<file path="config.mk">
export PLATFORM = sky130hd
export DESIGN_NAME = ect_top
export DESIGN_NICKNAME = d
export VERILOG_FILES = /design/src/hdl/ect_pkg.sv /design/src/hdl/ect_noise_filter.sv /design/src/hdl/ect_top.sv
export SDC_FILE = /design/constraint.sdc
export NUM_CORES = 1
export LEC_CHECK = 0
export BUFFER_PORTS_ARGS = -buffer_cell sky130_fd_sc_hd__buf_2
export CORE_ASPECT_RATIO = 1.25
export CORE_MARGIN = 2
export CORE_UTILIZATION = 45
export DETAILED_ROUTE_END_ITERATION = 12
export HOLD_SLACK_MARGIN = 0.08
export PLACE_DENSITY = 0.75
export RECOVER_POWER = 25
export REMOVE_ABC_BUFFERS = 1
export SLEW_MARGIN = 20
export SYNTH_ARGS = -nofsm -noshare
export SYNTH_HDL_FRONTEND = slang
export SYNTH_HIERARCHICAL = 1
export SYNTH_SLANG_ARGS = --single-unit
export TNS_END_PERCENT = 5
</file>
<file path="constraint.sdc">
create_clock -name ref_clk_i -period 1.86 [get_ports ref_clk_i]
set_input_delay 0.372 -clock ref_clk_i [delete_from_list [all_inputs] [get_ports ref_clk_i]]
set_output_delay 0.372 -clock ref_clk_i [all_outputs]
set_load 0.005 [all_outputs]
</file>
<file path="src/hdl/ect_pkg.sv">
//==========================================================================
// Purpose: shared constants and types of the edge capture timer
// Assumes: 32-bit Avalon-MM register bus, byte addresses, one word a reg
// Notes:   all registers are 8 bits wide in the low byte lane
//==========================================================================
package ect_pkg;

   //=======================================================================
   // register byte offsets
   localparam logic [4:0] ECT_OFS_MODE = 5'h00;
   localparam logic [4:0] ECT_OFS_FCAP = 5'h04;
   localparam logic [4:0] ECT_OFS_RCAP = 5'h08;
   localparam logic [4:0] ECT_OFS_CLK_STOP = 5'h0C;
   localparam logic [4:0] ECT_OFS_PORT = 5'h10;
   localparam logic [4:0] ECT_OFS_IRQ = 5'h14;

   //=======================================================================
   // field positions outside the mode register
   localparam int unsigned ECT_STBY_BIT = 3;
   localparam int unsigned ECT_PIN_SEL_BIT = 0;
   localparam int unsigned ECT_NF_SEL_BIT = 1;
   localparam int unsigned ECT_IRQ_FLAG_BIT = 0;
   localparam int unsigned ECT_IRQ_EN_BIT = 1;

   //=======================================================================
   // values after reset, and the counter maximum
   localparam logic [7:0] ECT_MODE_RST = 8'h00;
   localparam logic [7:0] ECT_CLK_STOP_RST = 8'hFF;
   localparam logic [7:0] ECT_CNT_RST = 8'h00;
   localparam logic [7:0] ECT_CAP_RST = 8'h00;
   localparam logic [7:0] ECT_CNT_MAX = 8'hFF;

   //=======================================================================
   // prescaler taps and counts
   localparam int unsigned ECT_PRESC_W = 6;
   localparam int unsigned ECT_DIV64_BIT = 5;
   localparam int unsigned ECT_DIV32_BIT = 4;
   localparam int unsigned ECT_DIV2_BIT = 0;
   localparam int unsigned ECT_WDIV_W = 2;
   localparam int unsigned ECT_FILT_STAGES = 5;

   //=======================================================================
   // count clock choices
   typedef enum logic [1:0] {
      ECT_CK_DIV64 = 2'b00,
      ECT_CK_DIV32 = 2'b01,
      ECT_CK_DIV2 = 2'b10,
      ECT_CK_WDIV4 = 2'b11
   } ect_clk_sel_t;

   // counter clear choices: bit 1 rising, bit 0 falling
   typedef enum logic [1:0] {
      ECT_CLR_NONE = 2'b00,
      ECT_CLR_FALL = 2'b01,
      ECT_CLR_RISE = 2'b10,
      ECT_CLR_BOTH = 2'b11
   } ect_clr_sel_t;

   // mode control register layout, bit 7 first
   typedef struct packed {
      logic overflow_high_flag;
      logic overflow_low_flag;
      logic overflow_irq_enable;
      logic capture_irq_edge_select;
      ect_clr_sel_t clr_sel;
      ect_clk_sel_t clk_sel;
   } ect_mode_t;

endpackage : ect_pkg

</file>
<file path="src/hdl/ect_noise_filter.sv">
//==========================================================================
// Purpose: five-latch all-agree noise filter for the capture input
// Assumes: sample_en_i is a one-cycle enable of the chosen sampling rate
// Notes:   ready_o rises once five low samples have been seen
//==========================================================================
`timescale 1ns/100ps
module ect_noise_filter
   import ect_pkg::*;
#(
   parameter int unsigned STAGES = ECT_FILT_STAGES
)
(
   // clock and reset
   input wire logic ref_clk_i,
   input wire logic nrst_i,
   // sample stream
   input wire logic sample_en_i,
   input wire logic din_i,
   // filtered level
   output logic dout_o,
   output logic ready_o
);

   logic [STAGES-1:0] shift_q;
   logic all_hi;
   logic all_lo;

   // agreement of every latch
   assign all_hi = &shift_q;
   assign all_lo = ~|shift_q;

   //=======================================================================
   // latch chain, shifted on the sampling enable only
   always_ff @(posedge ref_clk_i or negedge nrst_i)
   begin
      if (!nrst_i)
         shift_q <= '1;
      else if (sample_en_i)
         shift_q <= {shift_q[STAGES-2:0], din_i};
   end

   // output moves only on full match
   always_ff @(posedge ref_clk_i or negedge nrst_i)
   begin
      if (!nrst_i)
         dout_o <= 1'b1;
      else if (all_hi)
         dout_o <= 1'b1;
      else if (all_lo)
         dout_o <= 1'b0;
   end

   always_ff @(posedge ref_clk_i or negedge nrst_i)
   begin
      if (!nrst_i)
         ready_o <= 1'b0;
      else if (all_lo)
         ready_o <= 1'b1;
   end

   chk_filter_hold: assert property (
      @(posedge ref_clk_i) disable iff (!nrst_i)
      (!all_hi && !all_lo) |=> $stable(dout_o))
      else $error("filter output moved without full match");

endmodule : ect_noise_filter

</file>
<file path="src/hdl/ect_top.sv">
//==========================================================================
// Purpose: 8-bit up counter with edge capture, overflow level detect
// Assumes: capture pin and watch clock are synchronous to ref_clk_i
// Notes:   waitrequest holds every access for exactly one cycle
//==========================================================================
// What this block does
// - overflow requests an interrupt only while the overflow enable is 1
// - edge select bit 0 picks rising, 1 picks falling for capture request
// - clear field: 00 never, 01 falling, 10 rising, 11 both edges clear
// - clock field: 00 div 64, 01 div 32, 10 div 2, 11 watch div 4
// - standby bit resets to 1; writing 0 halts the whole timer
// - five latches in series; output changes only when all agree
// - filter samples on system clock, or count clock rising when selected
// - after reset the filter is ready once low is sampled five times
// - with filtering, edges arrive five sampling cycles late
// - pin select 1 means capture timer, 0 means interval timer
// - reset zeroes mode, port, irq regs, counter, captures; counting starts at div 64
// - rising edge copies count to rising capture, falling to falling
// - chosen edge sets the request flag; enable passes it to the cpu
// - capture-mode overflow sets high or low flag by the input level
// - overflow flag set with overflow enable sets the request flag
// - interval mode overflow from all ones to zero sets the low flag
// - changing filter select may produce a spurious edge, kept as is
// - overflow flags clear by reading 1 then writing 0; 1 does nothing
// - the counter itself cannot be read or written by software
// - counter steps on falling count clock, including switch-over falls
//==========================================================================
//
// Implementation choices: register access over Avalon-MM and the register offsets.
`timescale 1ns/100ps
module ect_top
   import ect_pkg::*;
(
   // clock and reset
   input wire logic ref_clk_i,
   input wire logic nrst_i,
   // avalon-mm slave
   input wire logic [4:0] avs_address_i,
   input wire logic avs_read_i,
   input wire logic avs_write_i,
   input wire logic [31:0] avs_writedata_i,
   input wire logic [3:0] avs_byteenable_i,
   output logic [31:0] avs_readdata_o,
   output logic avs_waitrequest_o,
   // pins
   input wire logic cap_pin_i,
   input wire logic wclk_i,
   // interrupt controller
   output logic irq_set_o,
   output logic irq_req_o
);

   //=======================================================================
   // declarations
   ect_mode_t mode_q;
   logic [7:0] clk_stop_q;
   logic pin_sel_q;
   logic nf_sel_q;
   logic irq_flag_q;
   logic irq_en_q;
   logic arm_hi_q;
   logic arm_lo_q;
   logic ack_q;
   logic [ECT_PRESC_W-1:0] presc_q;
   logic [ECT_WDIV_W-1:0] wdiv_q;
   logic wclk_prev_q;
   logic sel_prev_q;
   logic sel_lvl;
   logic [7:0] cnt_q;
   logic [7:0] fall_cap_q;
   logic [7:0] rise_cap_q;
   logic filt;
   logic filt_rdy;
   logic filt_prev_q;
   logic rdy_prev_q;
   logic run;
   logic inc;
   logic sel_rise;
   logic sample_en;
   logic cap_in;
   logic rise_evt;
   logic fall_evt;
   logic clr_evt;
   logic ovf_evt;
   logic cap_mode;
   logic set_evt;
   logic wr_acc;
   logic rd_acc;
   logic wr_lo;
   logic wr_mode;
   logic [7:0] rd_mux;

   //=======================================================================
   // bus decode
   assign avs_waitrequest_o = (avs_read_i | avs_write_i) & ~ack_q;
   assign wr_acc = avs_write_i & ack_q;
   assign rd_acc = avs_read_i & ack_q;
   assign wr_lo = wr_acc & avs_byteenable_i[0];
   // the mode register is frozen while the timer is in standby
   assign wr_mode = wr_lo & run & (avs_address_i == ECT_OFS_MODE);

   // one wait cycle, then the access completes
   always_ff @(posedge ref_clk_i or negedge nrst_i)
   begin
      if (!nrst_i)
         ack_q <= 1'b0;
      else
         ack_q <= (avs_read_i | avs_write_i) & ~ack_q;
   end

   always_comb
   begin
      case (avs_address_i)
         ECT_OFS_MODE: rd_mux = mode_q;
         ECT_OFS_FCAP: rd_mux = fall_cap_q;
         ECT_OFS_RCAP: rd_mux = rise_cap_q;
         ECT_OFS_CLK_STOP: rd_mux = clk_stop_q;
         ECT_OFS_PORT: rd_mux = {6'h00, nf_sel_q, pin_sel_q};
         ECT_OFS_IRQ: rd_mux = {6'h00, irq_en_q, irq_flag_q};
         default: rd_mux = 8'h00;
      endcase
   end

   // read data latched in the wait cycle, stands through the answer
   always_ff @(posedge ref_clk_i or negedge nrst_i)
   begin
      if (!nrst_i)
         avs_readdata_o <= 32'h0000_0000;
      else if (avs_read_i && !ack_q)
         avs_readdata_o <= {24'h00_0000, rd_mux};
   end

   //=======================================================================
   // control registers
   // standby control resets to running
   always_ff @(posedge ref_clk_i or negedge nrst_i)
   begin
      if (!nrst_i)
         clk_stop_q <= ECT_CLK_STOP_RST;
      else if (wr_lo && avs_address_i == ECT_OFS_CLK_STOP)
         clk_stop_q <= avs_writedata_i[7:0];
   end

   assign run = clk_stop_q[ECT_STBY_BIT];

   // pin function and filter select
   always_ff @(posedge ref_clk_i or negedge nrst_i)
   begin
      if (!nrst_i)
      begin
         pin_sel_q <= 1'b0;
         nf_sel_q <= 1'b0;
      end
      else if (wr_lo && avs_address_i == ECT_OFS_PORT)
      begin
         pin_sel_q <= avs_writedata_i[ECT_PIN_SEL_BIT];
         nf_sel_q <= avs_writedata_i[ECT_NF_SEL_BIT];
      end
   end

   // pin select chooses capture or interval mode
   assign cap_mode = pin_sel_q;

   // writable mode fields reset to zero
   always_ff @(posedge ref_clk_i or negedge nrst_i)
   begin
      if (!nrst_i)
      begin
         mode_q.overflow_irq_enable <= 1'b0;
         mode_q.capture_irq_edge_select <= 1'b0;
         mode_q.clr_sel <= ECT_CLR_NONE;
         mode_q.clk_sel <= ECT_CK_DIV64;
      end
      else if (wr_mode)
      begin
         mode_q.overflow_irq_enable <= avs_writedata_i[5];
         mode_q.capture_irq_edge_select <= avs_writedata_i[4];
         mode_q.clr_sel <= ect_clr_sel_t'(avs_writedata_i[3:2]);
         mode_q.clk_sel <= ect_clk_sel_t'(avs_writedata_i[1:0]);
      end
   end

   // a read that sees a flag at 1 arms its clear
   always_ff @(posedge ref_clk_i or negedge nrst_i)
   begin
      if (!nrst_i)
      begin
         arm_hi_q <= 1'b0;
         arm_lo_q <= 1'b0;
      end
      else if (rd_acc && avs_address_i == ECT_OFS_MODE)
      begin
         arm_hi_q <= avs_readdata_o[7];
         arm_lo_q <= avs_readdata_o[6];
      end
      else if (wr_mode)
      begin
         arm_hi_q <= 1'b0;
         arm_lo_q <= 1'b0;
      end
   end

   // flag picked by the filtered level; set wins over clear
   // interval mode always reports through the low flag
   // writing 1 never sets, writing 0 clears only when armed
   always_ff @(posedge ref_clk_i or negedge nrst_i)
   begin
      if (!nrst_i)
      begin
         mode_q.overflow_high_flag <= 1'b0;
         mode_q.overflow_low_flag <= 1'b0;
      end
      else
      begin
         if (ovf_evt && cap_mode && filt)
            mode_q.overflow_high_flag <= 1'b1;
         else if (wr_mode && arm_hi_q && !avs_writedata_i[7])
            mode_q.overflow_high_flag <= 1'b0;
         if (ovf_evt && !(cap_mode && filt))
            mode_q.overflow_low_flag <= 1'b1;
         else if (wr_mode && arm_lo_q && !avs_writedata_i[6])
            mode_q.overflow_low_flag <= 1'b0;
      end
   end

   //=======================================================================
   // count clock generation
   // prescaler halts in standby so the counter cannot step
   always_ff @(posedge ref_clk_i or negedge nrst_i)
   begin
      if (!nrst_i)
         presc_q <= '0;
      else if (run)
         presc_q <= presc_q + 1'b1;
   end

   // watch clock divided by four on its rising edges
   always_ff @(posedge ref_clk_i or negedge nrst_i)
   begin
      if (!nrst_i)
      begin
         wclk_prev_q <= 1'b0;
         wdiv_q <= '0;
      end
      else
      begin
         wclk_prev_q <= wclk_i;
         if (run && wclk_i && !wclk_prev_q)
            wdiv_q <= wdiv_q + 1'b1;
      end
   end

   always_comb
   begin
      case (mode_q.clk_sel)
         ECT_CK_DIV64: sel_lvl = presc_q[ECT_DIV64_BIT];
         ECT_CK_DIV32: sel_lvl = presc_q[ECT_DIV32_BIT];
         ECT_CK_DIV2: sel_lvl = presc_q[ECT_DIV2_BIT];
         ECT_CK_WDIV4: sel_lvl = wdiv_q[ECT_WDIV_W-1];
         default: sel_lvl = 1'b0;
      endcase
   end

   // the previous level follows the mux, so a switch is seen as an edge
   always_ff @(posedge ref_clk_i or negedge nrst_i)
   begin
      if (!nrst_i)
         sel_prev_q <= 1'b0;
      else if (run)
         sel_prev_q <= sel_lvl;
   end

   // falling count clock steps the counter
   assign inc = run & sel_prev_q & ~sel_lvl;
   assign sel_rise = run & ~sel_prev_q & sel_lvl;

   //=======================================================================
   // capture input path
   // unselected pin reads low, so toggling the select can make an edge
   assign cap_in = pin_sel_q & cap_pin_i;

   // sampling on system clock or count clock rising
   // a select change alters sampling and may leave a false edge
   assign sample_en = run & (nf_sel_q ? sel_rise : 1'b1);

   // five latches give the five-sample edge delay
   ect_noise_filter #(
      .STAGES(ECT_FILT_STAGES)
   ) u_filter (
      .ref_clk_i(ref_clk_i),
      .nrst_i(nrst_i),
      .sample_en_i(sample_en),
      .din_i(cap_in),
      .dout_o(filt),
      .ready_o(filt_rdy)
   );

   // edge detector on the filtered level
   always_ff @(posedge ref_clk_i or negedge nrst_i)
   begin
      if (!nrst_i)
      begin
         filt_prev_q <= 1'b1;
         rdy_prev_q <= 1'b0;
      end
      else
      begin
         filt_prev_q <= filt;
         rdy_prev_q <= filt_rdy;
      end
   end

   // no edge counts before the filter has initialized
   assign rise_evt = run & rdy_prev_q & filt & ~filt_prev_q;
   assign fall_evt = run & rdy_prev_q & ~filt & filt_prev_q;

   assign clr_evt = (rise_evt & mode_q.clr_sel[1])
                  | (fall_evt & mode_q.clr_sel[0]);
   assign ovf_evt = inc & ~clr_evt & (cnt_q == ECT_CNT_MAX);

   //=======================================================================
   // counter and captures
   // counter starts from zero
   always_ff @(posedge ref_clk_i or negedge nrst_i)
   begin
      if (!nrst_i)
         cnt_q <= ECT_CNT_RST;
      else if (clr_evt)
         cnt_q <= ECT_CNT_RST;
      else if (inc)
         cnt_q <= cnt_q + 8'h01;
   end

   // edge copies the count before any clear
   always_ff @(posedge ref_clk_i or negedge nrst_i)
   begin
      if (!nrst_i)
      begin
         rise_cap_q <= ECT_CAP_RST;
         fall_cap_q <= ECT_CAP_RST;
      end
      else
      begin
         if (rise_evt)
            rise_cap_q <= cnt_q;
         if (fall_evt)
            fall_cap_q <= cnt_q;
      end
   end

   //=======================================================================
   // interrupt request
   // edge select; overflow enable
   assign set_evt = (mode_q.capture_irq_edge_select ? fall_evt : rise_evt)
                  | (ovf_evt & mode_q.overflow_irq_enable);

   // request flag: a set in the clearing cycle wins
   always_ff @(posedge ref_clk_i or negedge nrst_i)
   begin
      if (!nrst_i)
      begin
         irq_flag_q <= 1'b0;
         irq_en_q <= 1'b0;
      end
      else
      begin
         if (set_evt)
            irq_flag_q <= 1'b1;
         else if (wr_lo && avs_address_i == ECT_OFS_IRQ
                  && !avs_writedata_i[ECT_IRQ_FLAG_BIT])
            irq_flag_q <= 1'b0;
         if (wr_lo && avs_address_i == ECT_OFS_IRQ)
            irq_en_q <= avs_writedata_i[ECT_IRQ_EN_BIT];
      end
   end

   // one pulse for both sources, gated by the enable
   always_ff @(posedge ref_clk_i or negedge nrst_i)
   begin
      if (!nrst_i)
         irq_set_o <= 1'b0;
      else
         irq_set_o <= set_evt & irq_en_q;
   end

   assign irq_req_o = irq_flag_q & irq_en_q;

   //=======================================================================
   // checks
   // no overflow request when disabled
   chk_ovf_irq_gate: assert property (
      @(posedge ref_clk_i) disable iff (!nrst_i)
      (ovf_evt && !mode_q.overflow_irq_enable && !rise_evt && !fall_evt)
      |=> !irq_set_o)
      else $error("overflow request leaked while disabled");

   // rising edge with select 0 sets the flag
   chk_cap_edge_sel: assert property (
      @(posedge ref_clk_i) disable iff (!nrst_i)
      (rise_evt && !mode_q.capture_irq_edge_select) |=> irq_flag_q)
      else $error("rising edge did not set request flag");

   chk_clear_rise: assert property (
      @(posedge ref_clk_i) disable iff (!nrst_i)
      (rise_evt && mode_q.clr_sel[1]) |=> cnt_q == 8'h00)
      else $error("rising edge did not clear counter");

   // each falling count clock without a clear adds one
   chk_count_step: assert property (
      @(posedge ref_clk_i) disable iff (!nrst_i)
      (inc && !clr_evt) |=> cnt_q == $past(cnt_q) + 8'h01)
      else $error("counter missed a step");

   chk_standby_hold: assert property (
      @(posedge ref_clk_i) disable iff (!nrst_i)
      (!run ##1 !run) |-> $stable(cnt_q))
      else $error("counter moved in standby");

   // rising capture holds the prior count
   chk_rise_capture: assert property (
      @(posedge ref_clk_i) disable iff (!nrst_i)
      rise_evt |=> rise_cap_q == $past(cnt_q))
      else $error("rising capture value wrong");

   // overflow with high input sets the high flag
   chk_ovf_high: assert property (
      @(posedge ref_clk_i) disable iff (!nrst_i)
      (ovf_evt && cap_mode && filt) |=> mode_q.overflow_high_flag)
      else $error("high overflow flag not set");

   // interval overflow sets the low flag and wraps to zero
   chk_ovf_interval: assert property (
      @(posedge ref_clk_i) disable iff (!nrst_i)
      (ovf_evt && !cap_mode) |=> mode_q.overflow_low_flag && cnt_q == 8'h00)
      else $error("interval overflow not reported");

endmodule : ect_top

</file>
==> metrics.log, run 1 <==
INFO  metric layout_common_cells = dfrtp_1, mux2_2, buf_2
INFO  metric detail-route-antenna-nets = 0
INFO  metric setup.worst_path.class = flop to flop
INFO  metric async_flop_share = 100.0%
INFO  metric port-buffer-count = 30
INFO  metric routed-via-count = 2307
INFO  metric groute.usage.overall = 17.41%
INFO  metric slew_violations = 0
INFO  metric vdd.ir_drop.worst = 467.6 uV
INFO  metric hold_path_class = input pin to flop
INFO  metric fp.dieW = 83.80 microns
INFO  metric finalWeightedCongestion = 0.7929
INFO  metric die-area = 8694 sq um
INFO  metric synthFlopType = dfrtp_1
INFO  metric grt_pass1_wl = 11770 microns
INFO  metric hold_viol = 0
INFO  metric cts-htree-levels = 3
INFO  metric number_of_antenna_violations_at_the_first_check_in_global_routing = 0
INFO  metric number_of_clock_sinks = 75
INFO  metric synth_warnings = 6
INFO  metric outcome = completed
INFO  metric drt-wirelength-per-cell = 16.04 microns
INFO  metric initial_core_util = 46.24%
INFO  metric final_design_area_no_fill = 4051 sq um
INFO  metric cts-buffers-inserted = 9
INFO  metric flow.area_growth_from_synthesis = 13.10%
INFO  metric io-pin-count = 82
INFO  metric critical_path_start_type = flop
INFO  metric tritoncts = yes
INFO  metric timing.final.crit_period = 1832 ps
INFO  metric drive_above_1_share = 37.13%
INFO  metric setup_violators_final = 0
INFO  metric count_of_flip_flops_with_a_built_in_enable_after_synthesis = 0
INFO  metric number_of_global_route_vias_before_repair = 2389
INFO  metric maximum_number_of_pins_on_one_net_before_global_route_repair = 61
INFO  metric yosys.area.top_type_share = 41.91%
INFO  metric worst_setup_path_end_kind = flop
INFO  metric detail_route.drc_violations = 0
INFO  metric synth_area = 3582 sq um
INFO  metric cp.arrival = 2120 ps
INFO  metric cts_setup_buffers = 0
INFO  metric synth_area_per_cell = 12.40 sq um
INFO  metric detailedRoute.firstIterationViolations = 124
INFO  metric clock_skew = 9.267 ps
INFO  metric seq_area_frac_synth = 52.92%
INFO  metric power_per_cell_area = 787.5 nW/um^2
INFO  metric path_max_fanout = 5
INFO  metric synth_area_leader_cell = dfrtp_1
INFO  metric worstPathRequired = 2150 ps
INFO  metric detailed_placer_s_ending_hpwl = 5076 microns
INFO  metric power.static_leakage = 0.001864 uW
INFO  metric antenna_cells_inserted = 0
INFO  metric commonest_non_fill_non_tap_cell_in_the_layout = dfrtp_1
INFO  metric max_buffers_root_to_sink = 2
INFO  metric grt-ovfl-total = 0
INFO  metric clkTransAtPathRegs = 80 ps
INFO  metric core-area = 7747 sq um
INFO  metric drv.max_cap_violation_count = 0
INFO  metric ffs_latches_synth = 75
INFO  metric power.total = 3190 uW
INFO  metric synthDistinctLibCells = 40
INFO  metric timing_worst_slew_pin_value = 904.1 ps
INFO  metric detail_route.first_pass.iterations = 5
INFO  metric netlist_top_cells_area = dfrtp_1, mux2_2, dfstp_2
INFO  metric post_synth_inst_count = 289
INFO  metric slew_headroom = 39.72%
INFO  metric fmax = 545.8 MHz
INFO  metric route.final.wire_length = 7009 microns
INFO  metric cts_root_buf = clkbuf_8
INFO  metric timing.final.crit_share = 98.50%
INFO  metric post_drt_via_cell_ratio = 5.279
INFO  metric post_dp_cell_area = 3860 sq um
INFO  metric worst_skew_pair.late_latency = 360 ps
INFO  metric final_net_count = 386
INFO  metric fp-row-count = 36
INFO  metric dieHeight = 103.8 microns
[registers in the layout, indices dropped and copies added, names as in the netlist, 2 cells and up]
name and count:
mode_q 8, presc_q 6, clk_stop_q 8, u_filter/shift_q 5
wdiv_q 2, rise_cap_q 8, avs_readdata_o 8, cnt_q 8
fall_cap_q 8
[through the flow]
step	util (%)	hold slack (ps)	worst slack, ps	cells	setup TNS, ps
floorplan	-	76.41	-183.4	278	-916.8
global placement	49.82	309.8	66.06	420	0
detailed placement	49.82	311.8	24.09	420	0
CTS	52.15	123.9	9.049	437	0
global route	52.29	129.6	-28.37	437	-112.6
finish	52.29	128.7	27.88	437	0
[synthesized netlist by cell type, types with 4 or more instances]
library cell,count
dfstp_2,15
mux4_2,7
xnor2_1,11
nor3_1,5
nand2_1,19
a22o_1,7
mux2i_1,4
nand3b_1,6
o21ai_0,13
nor2_1,16
dfrtp_1,60
clkbuf_1,5
buf_2,4
mux2_2,36
buf_4,24
nand4_1,5
nand3_1,9
a21oi_1,6
[where the power goes]
part           internal (uW)  switching [uW]  total (uW)
combinational            146             149         295
sequential              1730            63.5        1790
clock                    513             594        1110
[repair_timing]
action | CTS | global route
hold buffers | 1 | 0
setup endpoints to repair | 0 | 6
resized for setup | 0 | 5
endpoints found under the hold margin | 13 | 0
[routing by layer]
| metal | part of all wire (%) | wire length (microns) | track usage, % | vias to the layer above |
|---|---|---|---|---|
| li1 | - | - | - | 1078 |
| met1 | 43 | 2997 | 21.52 | 1165 |
| met2 | 51 | 3579 | 28.63 | 48 |
| met3 | 3.0 | 211 | 2.311 | 16 |
| met4 | 3.1 | 219 | 10.94 | 0 |
| met5 | 0 | 0 | 0 | - |
[path summary, 6_finish.rpt]
path                       slack [ps]  cells after the start                          from                               to
setup / recovery                   30                      5         mode_q[0]$_DFFE_PN0N_  u_filter/shift_q[2]$_DFFE_PN1P_
min in group asynchronous         650                      2                        nrst_i            wdiv_q[0]$_DFFE_PN0P_
max in group asynchronous         320                      3                        nrst_i        clk_stop_q[2]$_DFFE_PN1P_
hold reg to reg                   390                      0  u_filter/ready_o$_DFFE_PN0N_             rdy_prev_q$_DFF_PN0_
hold / removal                    130                      1                        wclk_i            wclk_prev_q$_DFF_PN0_
setup reg to reg                   30                      5         mode_q[0]$_DFFE_PN0N_  u_filter/shift_q[2]$_DFFE_PN1P_
[layout make-up]
type | instances | area, sq um
tap | 95 | 118.9
inverter | 3 | 11.26
fill | 685 | 3696
multi-input combinational | 200 | 1540
sequential | 75 | 1896
clock buffer | 11 | 141.4
timing repair buffer | 48 | 315.3
clock inverter | 5 | 28.78
[critical path, cell delays in order, from the launching register on]
cell      delay [ps]
dfrtp_1          410
mux4_2           450
or2b_1           280
a21boi_2         170
buf_6            130
mux2_2           330
[logic make-up after synthesis]
logic type / after synthesis / synth area share [%]
mux: 47 / 16.84
compound gates: 34 / 6.217
other cells: 1 / 0.1047
flops: 75 / 52.92
fa+ha+maj: 2 / 0.6985
buf+inv: 37 / 6.741
simple gates: 79 / 13.06
xor+xnor: 14 / 3.423
(Power assumes the default switching activity.)
==> inputs of run 2 (changes only) <==
--- a/config.mk
+++ b/config.mk
@@ -13,7 +13,6 @@
 export HOLD_SLACK_MARGIN = 0.08
 export PLACE_DENSITY = 0.75
 export RECOVER_POWER = 25
-export REMOVE_ABC_BUFFERS = 1
 export SLEW_MARGIN = 20
 export SYNTH_ARGS = -nofsm -noshare
 export SYNTH_HDL_FRONTEND = slang
==> run 2 against run 1 <==
  * Clock-buffer cell count increased by 3
  * Core utilization decreased by 0.26 points
  * Routed wire length decreased by 2.9%
  * Global-route usage decreased by 0.85 points
  * Sequential power about the same
  * Combinational power about the same
  * Worst setup slack improved by 29 ps
  * First-iteration DRC count increased by 50%
  * Non-clock buffer count decreased by 1
  * Critical path type unchanged
  * Largest cell class unchanged
  * Highest routed layer unchanged
==> metrics.log, run 2 (same netlist as run 1, synthesis figures left out) <==
INFO  metric outcome = completed
INFO  metric layout_common_cells = dfrtp_1, mux2_2, buf_2
INFO  metric path_max_fanout = 5 (unchanged)
INFO  metric cts_root_buf = clkbuf_8
INFO  metric worstPathRequired = 2140 ps (about the same)
INFO  metric slew_violations = 0 (unchanged)
INFO  metric die-area = 8694 sq um (unchanged)
INFO  metric clkTransAtPathRegs = 70 ps (about the same)
INFO  metric clock_skew = 7.149 ps (-2.118 ps)
INFO  metric final_net_count = 385 (-0.26%)
INFO  metric worstSetupStartpoint = mode_q[0]$_DFFE_PN0N_
INFO  metric finalHoldWorstSlack = 142.6 ps (+13.84 ps)
INFO  metric post_drt_via_cell_ratio = 5.264 (-0.29%)
INFO  metric dieHeight = 103.8 microns (unchanged)
INFO  metric critical_path_start_type = flop
INFO  metric commonest_non_fill_non_tap_cell_in_the_layout = dfrtp_1
INFO  metric critical_path.top_delay_family = multiplexers
INFO  metric tritoncts = yes
INFO  metric net_sw_power = 779.1 uW (-3.3%)
INFO  metric critical_path.cell_chain = mux4_2, or2b_1, a21boi_4, mux2_2
INFO  metric number_of_antenna_violations_at_the_first_check_in_global_routing = 0 (unchanged)
INFO  metric worst_skew_pair.late_latency = 350 ps (about the same)
INFO  metric crit_path_top_delay_cell = mux4_2
INFO  metric fp.dieW = 83.80 microns (unchanged)
INFO  metric drv.max_cap_violation_count = 0 (unchanged)
INFO  metric final_design_area_no_fill = 4031 sq um (-0.49%)
INFO  metric detail_route.drc_violations = 0 (unchanged)
INFO  metric critical_r2r_capture = u_filter/shift_q[2]$_DFFE_PN1P_
INFO  metric flow.area_growth_from_synthesis = 12.54%
INFO  metric max_buffers_root_to_sink = 2 (unchanged)
INFO  metric timing.reg2reg.setup_slack = 60 ps (+30 ps)
INFO  metric detail-route-antenna-nets = 0 (unchanged)
INFO  metric fmax = 554.5 MHz (+1.6%)
INFO  metric detail_route.first_pass.iterations = 4 (-1)
INFO  metric cts-buffers-inserted = 9 (unchanged)
INFO  metric maximum_number_of_pins_on_one_net_before_global_route_repair = 76 (+25%)
INFO  metric number_of_clock_sinks = 75 (unchanged)
INFO  metric antenna_cells_inserted = 0 (unchanged)
INFO  metric setup_violators_final = 0 (unchanged)
INFO  metric grt-ovfl-total = 0 (unchanged)
INFO  metric worstSetupEndpoint = u_filter/shift_q[2]$_DFFE_PN1P_
INFO  metric timing.final.crit_share = 96.96% (-1.5 points)
INFO  metric timing_worst_slew_pin_value = 988.5 ps (+84.31 ps)
INFO  metric hold_path_class = input pin to flop
INFO  metric wl_met1 = 3009 microns (+0.40%)
INFO  metric vdd.ir_drop.worst = 537.8 uV (+15%)
INFO  metric core-area = 7747 sq um (unchanged)
INFO  metric drive_above_1_share = 37.24% (+0.11 points)
INFO  metric setup-tns-final = 0 ps (unchanged)
INFO  metric detailedRoute.firstIterationViolations = 186 (+50%)
INFO  metric grt_pass1_wl = 11360 microns (-3.5%)
INFO  metric met3_length = 267 microns (+27%)
INFO  metric number_of_global_route_vias_before_repair = 2282 (-4.5%)
INFO  metric wl_met2 = 3319 microns (-7.3%)
INFO  metric post_dp_cell_area = 3844 sq um (-0.42%)
INFO  metric route.final.wire_length = 6805 microns (-2.9%)
INFO  metric power.sequential.fraction = 55.9% (-0.2 points)
INFO  metric cp_num_cells = 4 (-1)
INFO  metric cts_setup_buffers = 0 (unchanged)
INFO  metric power_per_cell_area = 794.4 nW/um^2 (+0.88%)
INFO  metric groute.usage.overall = 16.56% (-0.85 points)
INFO  metric detailed_placer_s_ending_hpwl = 4907 microns (-3.3%)
INFO  metric initial_core_util = 46.24% (unchanged)
INFO  metric timing.rr.start = mode_q[0]$_DFFE_PN0N_
INFO  metric netSwitchingFraction = 24.33% (-0.93 points)
INFO  metric routed-via-count = 2295 (-0.52%)
INFO  metric port-buffer-count = 30 (unchanged)
INFO  metric cp.arrival = 2080 ps (-40 ps)
INFO  metric cts-htree-levels = 3 (unchanged)
INFO  metric io-pin-count = 82 (unchanged)
INFO  metric setup.worst_path.class = flop to flop
INFO  metric slew_headroom = 34.10% (-5.6 points)
INFO  metric worst_setup_path_end_kind = flop
INFO  metric route.top_layer_used = met4
INFO  metric cp_num_buf_inv = 0 (-1)
INFO  metric cp_max_stage_delay = 420 ps (-30 ps)
INFO  metric worst-r2r-cell-count = 4 (-1)
INFO  metric combinationalPowerShare = 9.1% (about the same)
INFO  metric fp-row-count = 36 (unchanged)
INFO  metric hold_viol = 0 (unchanged)
INFO  metric clock_power_share = 34.9% (+0.2 points)
INFO  metric timing.final.crit_period = 1804 ps (-28.61 ps)
INFO  metric finalWeightedCongestion = 0.8216 (+3.6%)
INFO  metric drt-wirelength-per-cell = 15.61 microns (-2.7%)
INFO  metric power_report.internal_total = 2424 uW (+1.6%)
INFO  metric power.static_leakage = 0.001852 uW (-0.62%)
INFO  metric postLayoutCoreUtil = 52.03% (-0.26 points)
run 2: what timing repair did:
item | 4_1_cts | 5_1_grt
gates resized for setup | 0 | 4
endpoints found under the hold margin | 60 | 0
hold buffers | 1 | 0
setup endpoints to repair | 0 | 7
run 2: final cells by class:
type / count / area, sq um
fill: 656 / 3716
sequential: 75 / 1896
multi-input combinational: 200 / 1553
timing repair buffer: 47 / 280.3
clock buffer: 14 / 162.7
tap: 95 / 118.9
inverter: 3 / 11.26
clock inverter: 2 / 10.01
run 2: worst min-delay path by stage:
stage / depth (start not counted) / from / to / slack [ps]
finish: 1 / wclk_i / wclk_prev_q$_DFF_PN0_ / 140
global route: 1 / wclk_i / wclk_prev_q$_DFF_PN0_ / 130
CTS: 1 / wclk_i / wclk_prev_q$_DFF_PN0_ / 130
detailed placement: 0 / u_filter/ready_o$_DFFE_PN0N_ / rdy_prev_q$_DFF_PN0_ / 360
global placement: 0 / u_filter/ready_o$_DFFE_PN0N_ / rdy_prev_q$_DFF_PN0_ / 360
floorplan: 0 / nrst_i / ack_q$_DFF_PN0_ / 80
run 2: stage by stage:
step,power (uW),setup slack [ps],instances
6_report,3203,56.49,436
5_1_grt,3363,-7.478,436
4_1_cts,3237,4.884,436
3_5_place_dp,2114,21.47,419
3_3_place_gp,2099,76.47,419
2_1_floorplan,2009,74.24,312
run 2: power by group through the flow:
| stage | logic, uW | registers, uW | clock network, uW |
|---|---|---|---|
| after CTS | 297 | 1790 | 1150 |
| after global routing | 325 | 1800 | 1240 |
| after detailed placement | 295 | 1820 | 0 |
| after floorplan | 204 | 1800 | 0 |
| final | 293 | 1790 | 1120 |
| after global placement | 285 | 1810 | 0 |
run 2: per-layer routing:
| layer | up-vias | GRT usage, % |
|---|---|---|
| li1 | 1076 | - |
| met4 | 0 | 8.180 |
| met3 | 13 | 3.825 |
| met5 | - | 0 |
| met1 | 1140 | 21.18 |
| met2 | 66 | 26.40 |
==> inputs of run 3 (changes only) <==
--- a/config.mk
+++ b/config.mk
@@ -6,16 +6,18 @@
 export NUM_CORES = 1
 export LEC_CHECK = 0
 export BUFFER_PORTS_ARGS = -buffer_cell sky130_fd_sc_hd__buf_2
+export CAP_MARGIN = 20
+export CELL_PAD_IN_SITES_DETAIL_PLACEMENT = 0
+export CELL_PAD_IN_SITES_GLOBAL_PLACEMENT = 1
 export CORE_ASPECT_RATIO = 1.25
 export CORE_MARGIN = 2
-export CORE_UTILIZATION = 45
+export CORE_UTILIZATION = 38
 export DETAILED_ROUTE_END_ITERATION = 12
 export HOLD_SLACK_MARGIN = 0.08
-export PLACE_DENSITY = 0.75
+export PLACE_DENSITY = 0.79
 export RECOVER_POWER = 25
 export SLEW_MARGIN = 20
 export SYNTH_ARGS = -nofsm -noshare
 export SYNTH_HDL_FRONTEND = slang
-export SYNTH_HIERARCHICAL = 1
 export SYNTH_SLANG_ARGS = --single-unit
 export TNS_END_PERCENT = 5
==> run 3 against run 2 <==
  * Design area rose by 5.4%
  * Largest power group unchanged
  * Clock-buffer cell count shrank 3
  * Non-clock buffer count increased by 7
  * Die area grew 17%
  * First-iteration DRC count fell by 25%
  * Routed wire length rose by 11%
  * Synthesized cell count grew 4.8%
  * Critical endpoint is now u_filter.shift_q[1]$_DFFE_PN1P_
  * Synthesized area decreased by 0.10%
  * Cell count grew 12%
==> metrics.log, run 3 <==
INFO  metric setup.worst_path.class = flop to flop
INFO  metric cts-buffers-inserted = 9 (unchanged)
INFO  metric io-pin-count = 82 (unchanged)
INFO  metric hold_viol = 0 (unchanged)
INFO  metric fp-row-count = 39 (+8.3%)
INFO  metric detail-route-antenna-nets = 0 (unchanged)
INFO  metric drt-wirelength-per-cell = 15.55 microns (-0.37%)
INFO  metric timing_worst_slew_pin_value = 589.1 ps (-399.3 ps)
INFO  metric synthFlopType = dfrtp_1
INFO  metric cts_root_buf = clkbuf_16
INFO  metric worstPathRequired = 2120 ps (-20 ps)
INFO  metric setup-tns-final = 0 ps (unchanged)
INFO  metric max_buffers_root_to_sink = 2 (unchanged)
INFO  metric layout_common_cells = dfrtp_1, mux2_2, buf_2
INFO  metric clock_skew = 10.68 ps (+3.530 ps)
INFO  metric timing.final.crit_period = 1768 ps (-35.75 ps)
INFO  metric die-area = 10210 sq um (+17%)
INFO  metric core-area = 9174 sq um (+18%)
INFO  metric number_of_global_route_vias_before_repair = 2466 (+8.1%)
INFO  metric critical_path.cell_chain = mux4_2, nand2b_1, a21boi_2, mux2_2
INFO  metric unrepaired_setup_endpoints_after_global_routing = false
INFO  metric ffs_latches_synth = 75 (unchanged)
INFO  metric antenna_cells_inserted = 0 (unchanged)
INFO  metric postLayoutCoreUtil = 46.30% (-5.7 points)
INFO  metric dp_slack = 38.42 ps (+16.96 ps)
INFO  metric seq_area_frac_synth = 52.97% (+0.056 points)
INFO  metric ctsResizeCount = 0 (unchanged)
INFO  metric port-buffer-count = 30 (unchanged)
INFO  metric dieHeight = 112.5 microns (+8.4%)
INFO  metric async_flop_share = 100.0% (unchanged)
INFO  metric post_synth_inst_count = 303 (+4.8%)
INFO  metric detailedRoute.firstIterationViolations = 140 (-25%)
INFO  metric detailed_placer_s_ending_hpwl = 5426 microns (+11%)
INFO  metric power.static_leakage = 0.001943 uW (+4.9%)
INFO  metric commonest_non_fill_non_tap_cell_in_the_layout = dfrtp_1
INFO  metric path_max_fanout = 5 (unchanged)
INFO  metric hold_path_class = input pin to flop
INFO  metric critical_path_start_type = flop
INFO  metric initial_core_util = 39.01% (-7.2 points)
INFO  metric maximum_number_of_pins_on_one_net_before_global_route_repair = 24 (-68%)
INFO  metric number_of_antenna_violations_at_the_first_check_in_global_routing = 0 (unchanged)
INFO  metric grt_pass1_wl = 12120 microns (+6.7%)
INFO  metric grt-ovfl-total = 0 (unchanged)
INFO  metric postLayoutSetupSlackWorst = 92.24 ps (+35.75 ps)
INFO  metric fp.dieW = 90.80 microns (+8.3%)
INFO  metric final_net_count = 408 (+6.0%)
INFO  metric cts-htree-levels = 3 (unchanged)
INFO  metric route.final.wire_length = 7573 microns (+11%)
INFO  metric flow.area_growth_from_synthesis = 18.71%
INFO  metric synth.top_cells.by_count = dfrtp_1, mux2_2, buf_4, nand2_1, nor2_1
INFO  metric worst_skew_pair.late_latency = 340 ps (about the same)
INFO  metric finalWeightedCongestion = 0.8652 (+5.3%)
INFO  metric slew_violations = 0 (unchanged)
INFO  metric synth_area = 3578 sq um (-0.10%)
INFO  metric drive_above_1_share = 35.44% (-1.8 points)
INFO  metric count_of_flip_flops_with_a_built_in_enable_after_synthesis = 0 (unchanged)
INFO  metric cp_max_stage_delay = 490 ps (+70 ps)
INFO  metric synth_area_per_cell = 11.81 sq um (-4.7%)
INFO  metric drv.max_cap_violation_count = 0 (unchanged)
INFO  metric critical_path.top_delay_family = multiplexers
INFO  metric number_of_clock_sinks = 75 (unchanged)
INFO  metric clkTransAtPathRegs = 60 ps (about the same)
INFO  metric detail_route.drc_violations = 0 (unchanged)
INFO  metric library_cell_with_the_highest_instance_count_after_synthesis = dfrtp_1
INFO  metric yosys.area.top_type_share = 41.96% (+0.044 points)
INFO  metric detail_route.first_pass.iterations = 4 (unchanged)
INFO  metric worst_setup_path_end_kind = flop
INFO  metric timing.final.crit_share = 95.04% (-1.9 points)
INFO  metric slew_headroom = 60.73% (+27 points)
INFO  metric power_per_cell_area = 907.8 nW/um^2 (+14%)
INFO  metric synth_warnings = 0 (-6)
INFO  metric routed-via-count = 2429 (+5.8%)
INFO  metric groute.usage.overall = 15.11% (-1.4 points)
INFO  metric fmax = 565.7 MHz (+2.0%)
INFO  metric outcome = completed
INFO  metric cp.arrival = 2030 ps (-50 ps)
INFO  metric cp_num_buf_inv = 0 (unchanged)
INFO  metric netlist_top_cells_area = dfrtp_1, mux2_2, dfstp_2
INFO  metric crit_path_top_delay_cell = mux4_2
INFO  metric post_drt_via_cell_ratio = 4.988 (-5.2%)
INFO  metric setup_violators_final = 0 (unchanged)
INFO  metric tritoncts = yes
INFO  metric synthDistinctLibCells = 46 (+15%)
INFO  metric vdd.ir_drop.worst = 440.1 uV (-18%)
INFO  metric synth_area_leader_cell = dfrtp_1
run 3: cell count changes after synthesis, moves of 3 or more:
| cell | previous run | this run |
|---|---|---|
| nand3_1 | 9 | 6 |
| nand2_1 | 19 | 24 |
| inv_1 | 3 | 7 |
| a221o_1 | 0 | 5 |
| a22o_1 | 7 | 0 |
| mux4_2 | 7 | 2 |
| o21ai_0 | 13 | 10 |
| nor2_1 | 16 | 19 |
| mux2_2 | 36 | 42 |
| a22oi_1 | 0 | 5 |
run 3: layout make-up:
| class | count | area, sq um |
|---|---|---|
| Tap cell | 123 | 153.9 |
| Inverter | 7 | 26.28 |
| Multi-Input combinational cell | 212 | 1553 |
| Fill cell | 864 | 4926 |
| Timing Repair Buffer | 54 | 337.8 |
| Clock inverter | 5 | 38.79 |
| Clock buffer | 11 | 242.7 |
| Sequential cell | 75 | 1896 |
run 3: power by group:
| group | total, uW | switching [uW] | leakage (uW) | internal (uW) |
|---|---|---|---|---|
| Clock | 1600 | 664 | 0.000124 | 940 |
| Combinational | 356 | 182 | 0.000862 | 174 |
| Sequential | 1900 | 103 | 0.000957 | 1790 |
| Total | 3860 | 948 | 0.00194 | 2910 |
run 3: logic make-up (layout without fill, tap and decap cells):
family | count (synthesis) | after routing | synth area share (%)
simple gates | 84 | 84 | 12.87
flops | 75 | 75 | 52.97
mux | 49 | 50 | 15.87
buf+inv | 40 | 77 | 6.783
compound gates | 39 | 39 | 7.518
xor+xnor | 13 | 13 | 3.182
fa+ha+maj | 2 | 2 | 0.6992
other cells | 1 | 24 | 0.1048
run 3: metrics by stage:
step	instance area [sq um]	power [uW]	hold WS, ps	std cells
6_report	4248	3856	164.9	487
3_3_place_gp	3943	2259	374.5	468
4_1_cts	4234	3894	153.1	485
5_1_grt	4248	4034	171.3	487
2_1_floorplan	3665	2147	76.41	326
3_5_place_dp	3943	2283	382.0	468
run 3: worst paths after layout:
kind / startpoint / endpoint / slack (ps) / cells past startpoint
max: mode_q[0]$_DFFE_PN0N_ / u_filter.shift_q[1]$_DFFE_PN1P_ / 90 / 4
min: wclk_i / wclk_prev_q$_DFF_PN0_ / 160 / 1
max reg2reg: mode_q[0]$_DFFE_PN0N_ / u_filter.shift_q[1]$_DFFE_PN1P_ / 90 / 4
min reg2reg: u_filter.ready_o$_DFFE_PN0N_ / rdy_prev_q$_DFF_PN0_ / 400 / 0
max in group asynchronous: nrst_i / clk_stop_q[0]$_DFFE_PN1P_ / 370 / 3
min in group asynchronous: nrst_i / wdiv_q[0]$_DFFE_PN0P_ / 590 / 2
run 3: metal layers:
layer	routed length (microns)	track usage (%)	share of wire (%)	vias to the layer above
met3	258	2.349	3.4	13
met1	3097	18.13	41	1198
met4	173	7.980	2.3	0
met2	4044	26.17	53	62
li1	-	-	-	1156
met5	0	0	0	-
run 3: repair_timing:
item | CTS | global route
setup endpoints to repair | 0 | 4
setup buffers | 0 | 1
endpoints found under the hold margin | 13 | 0
hold buffers | 1 | 0
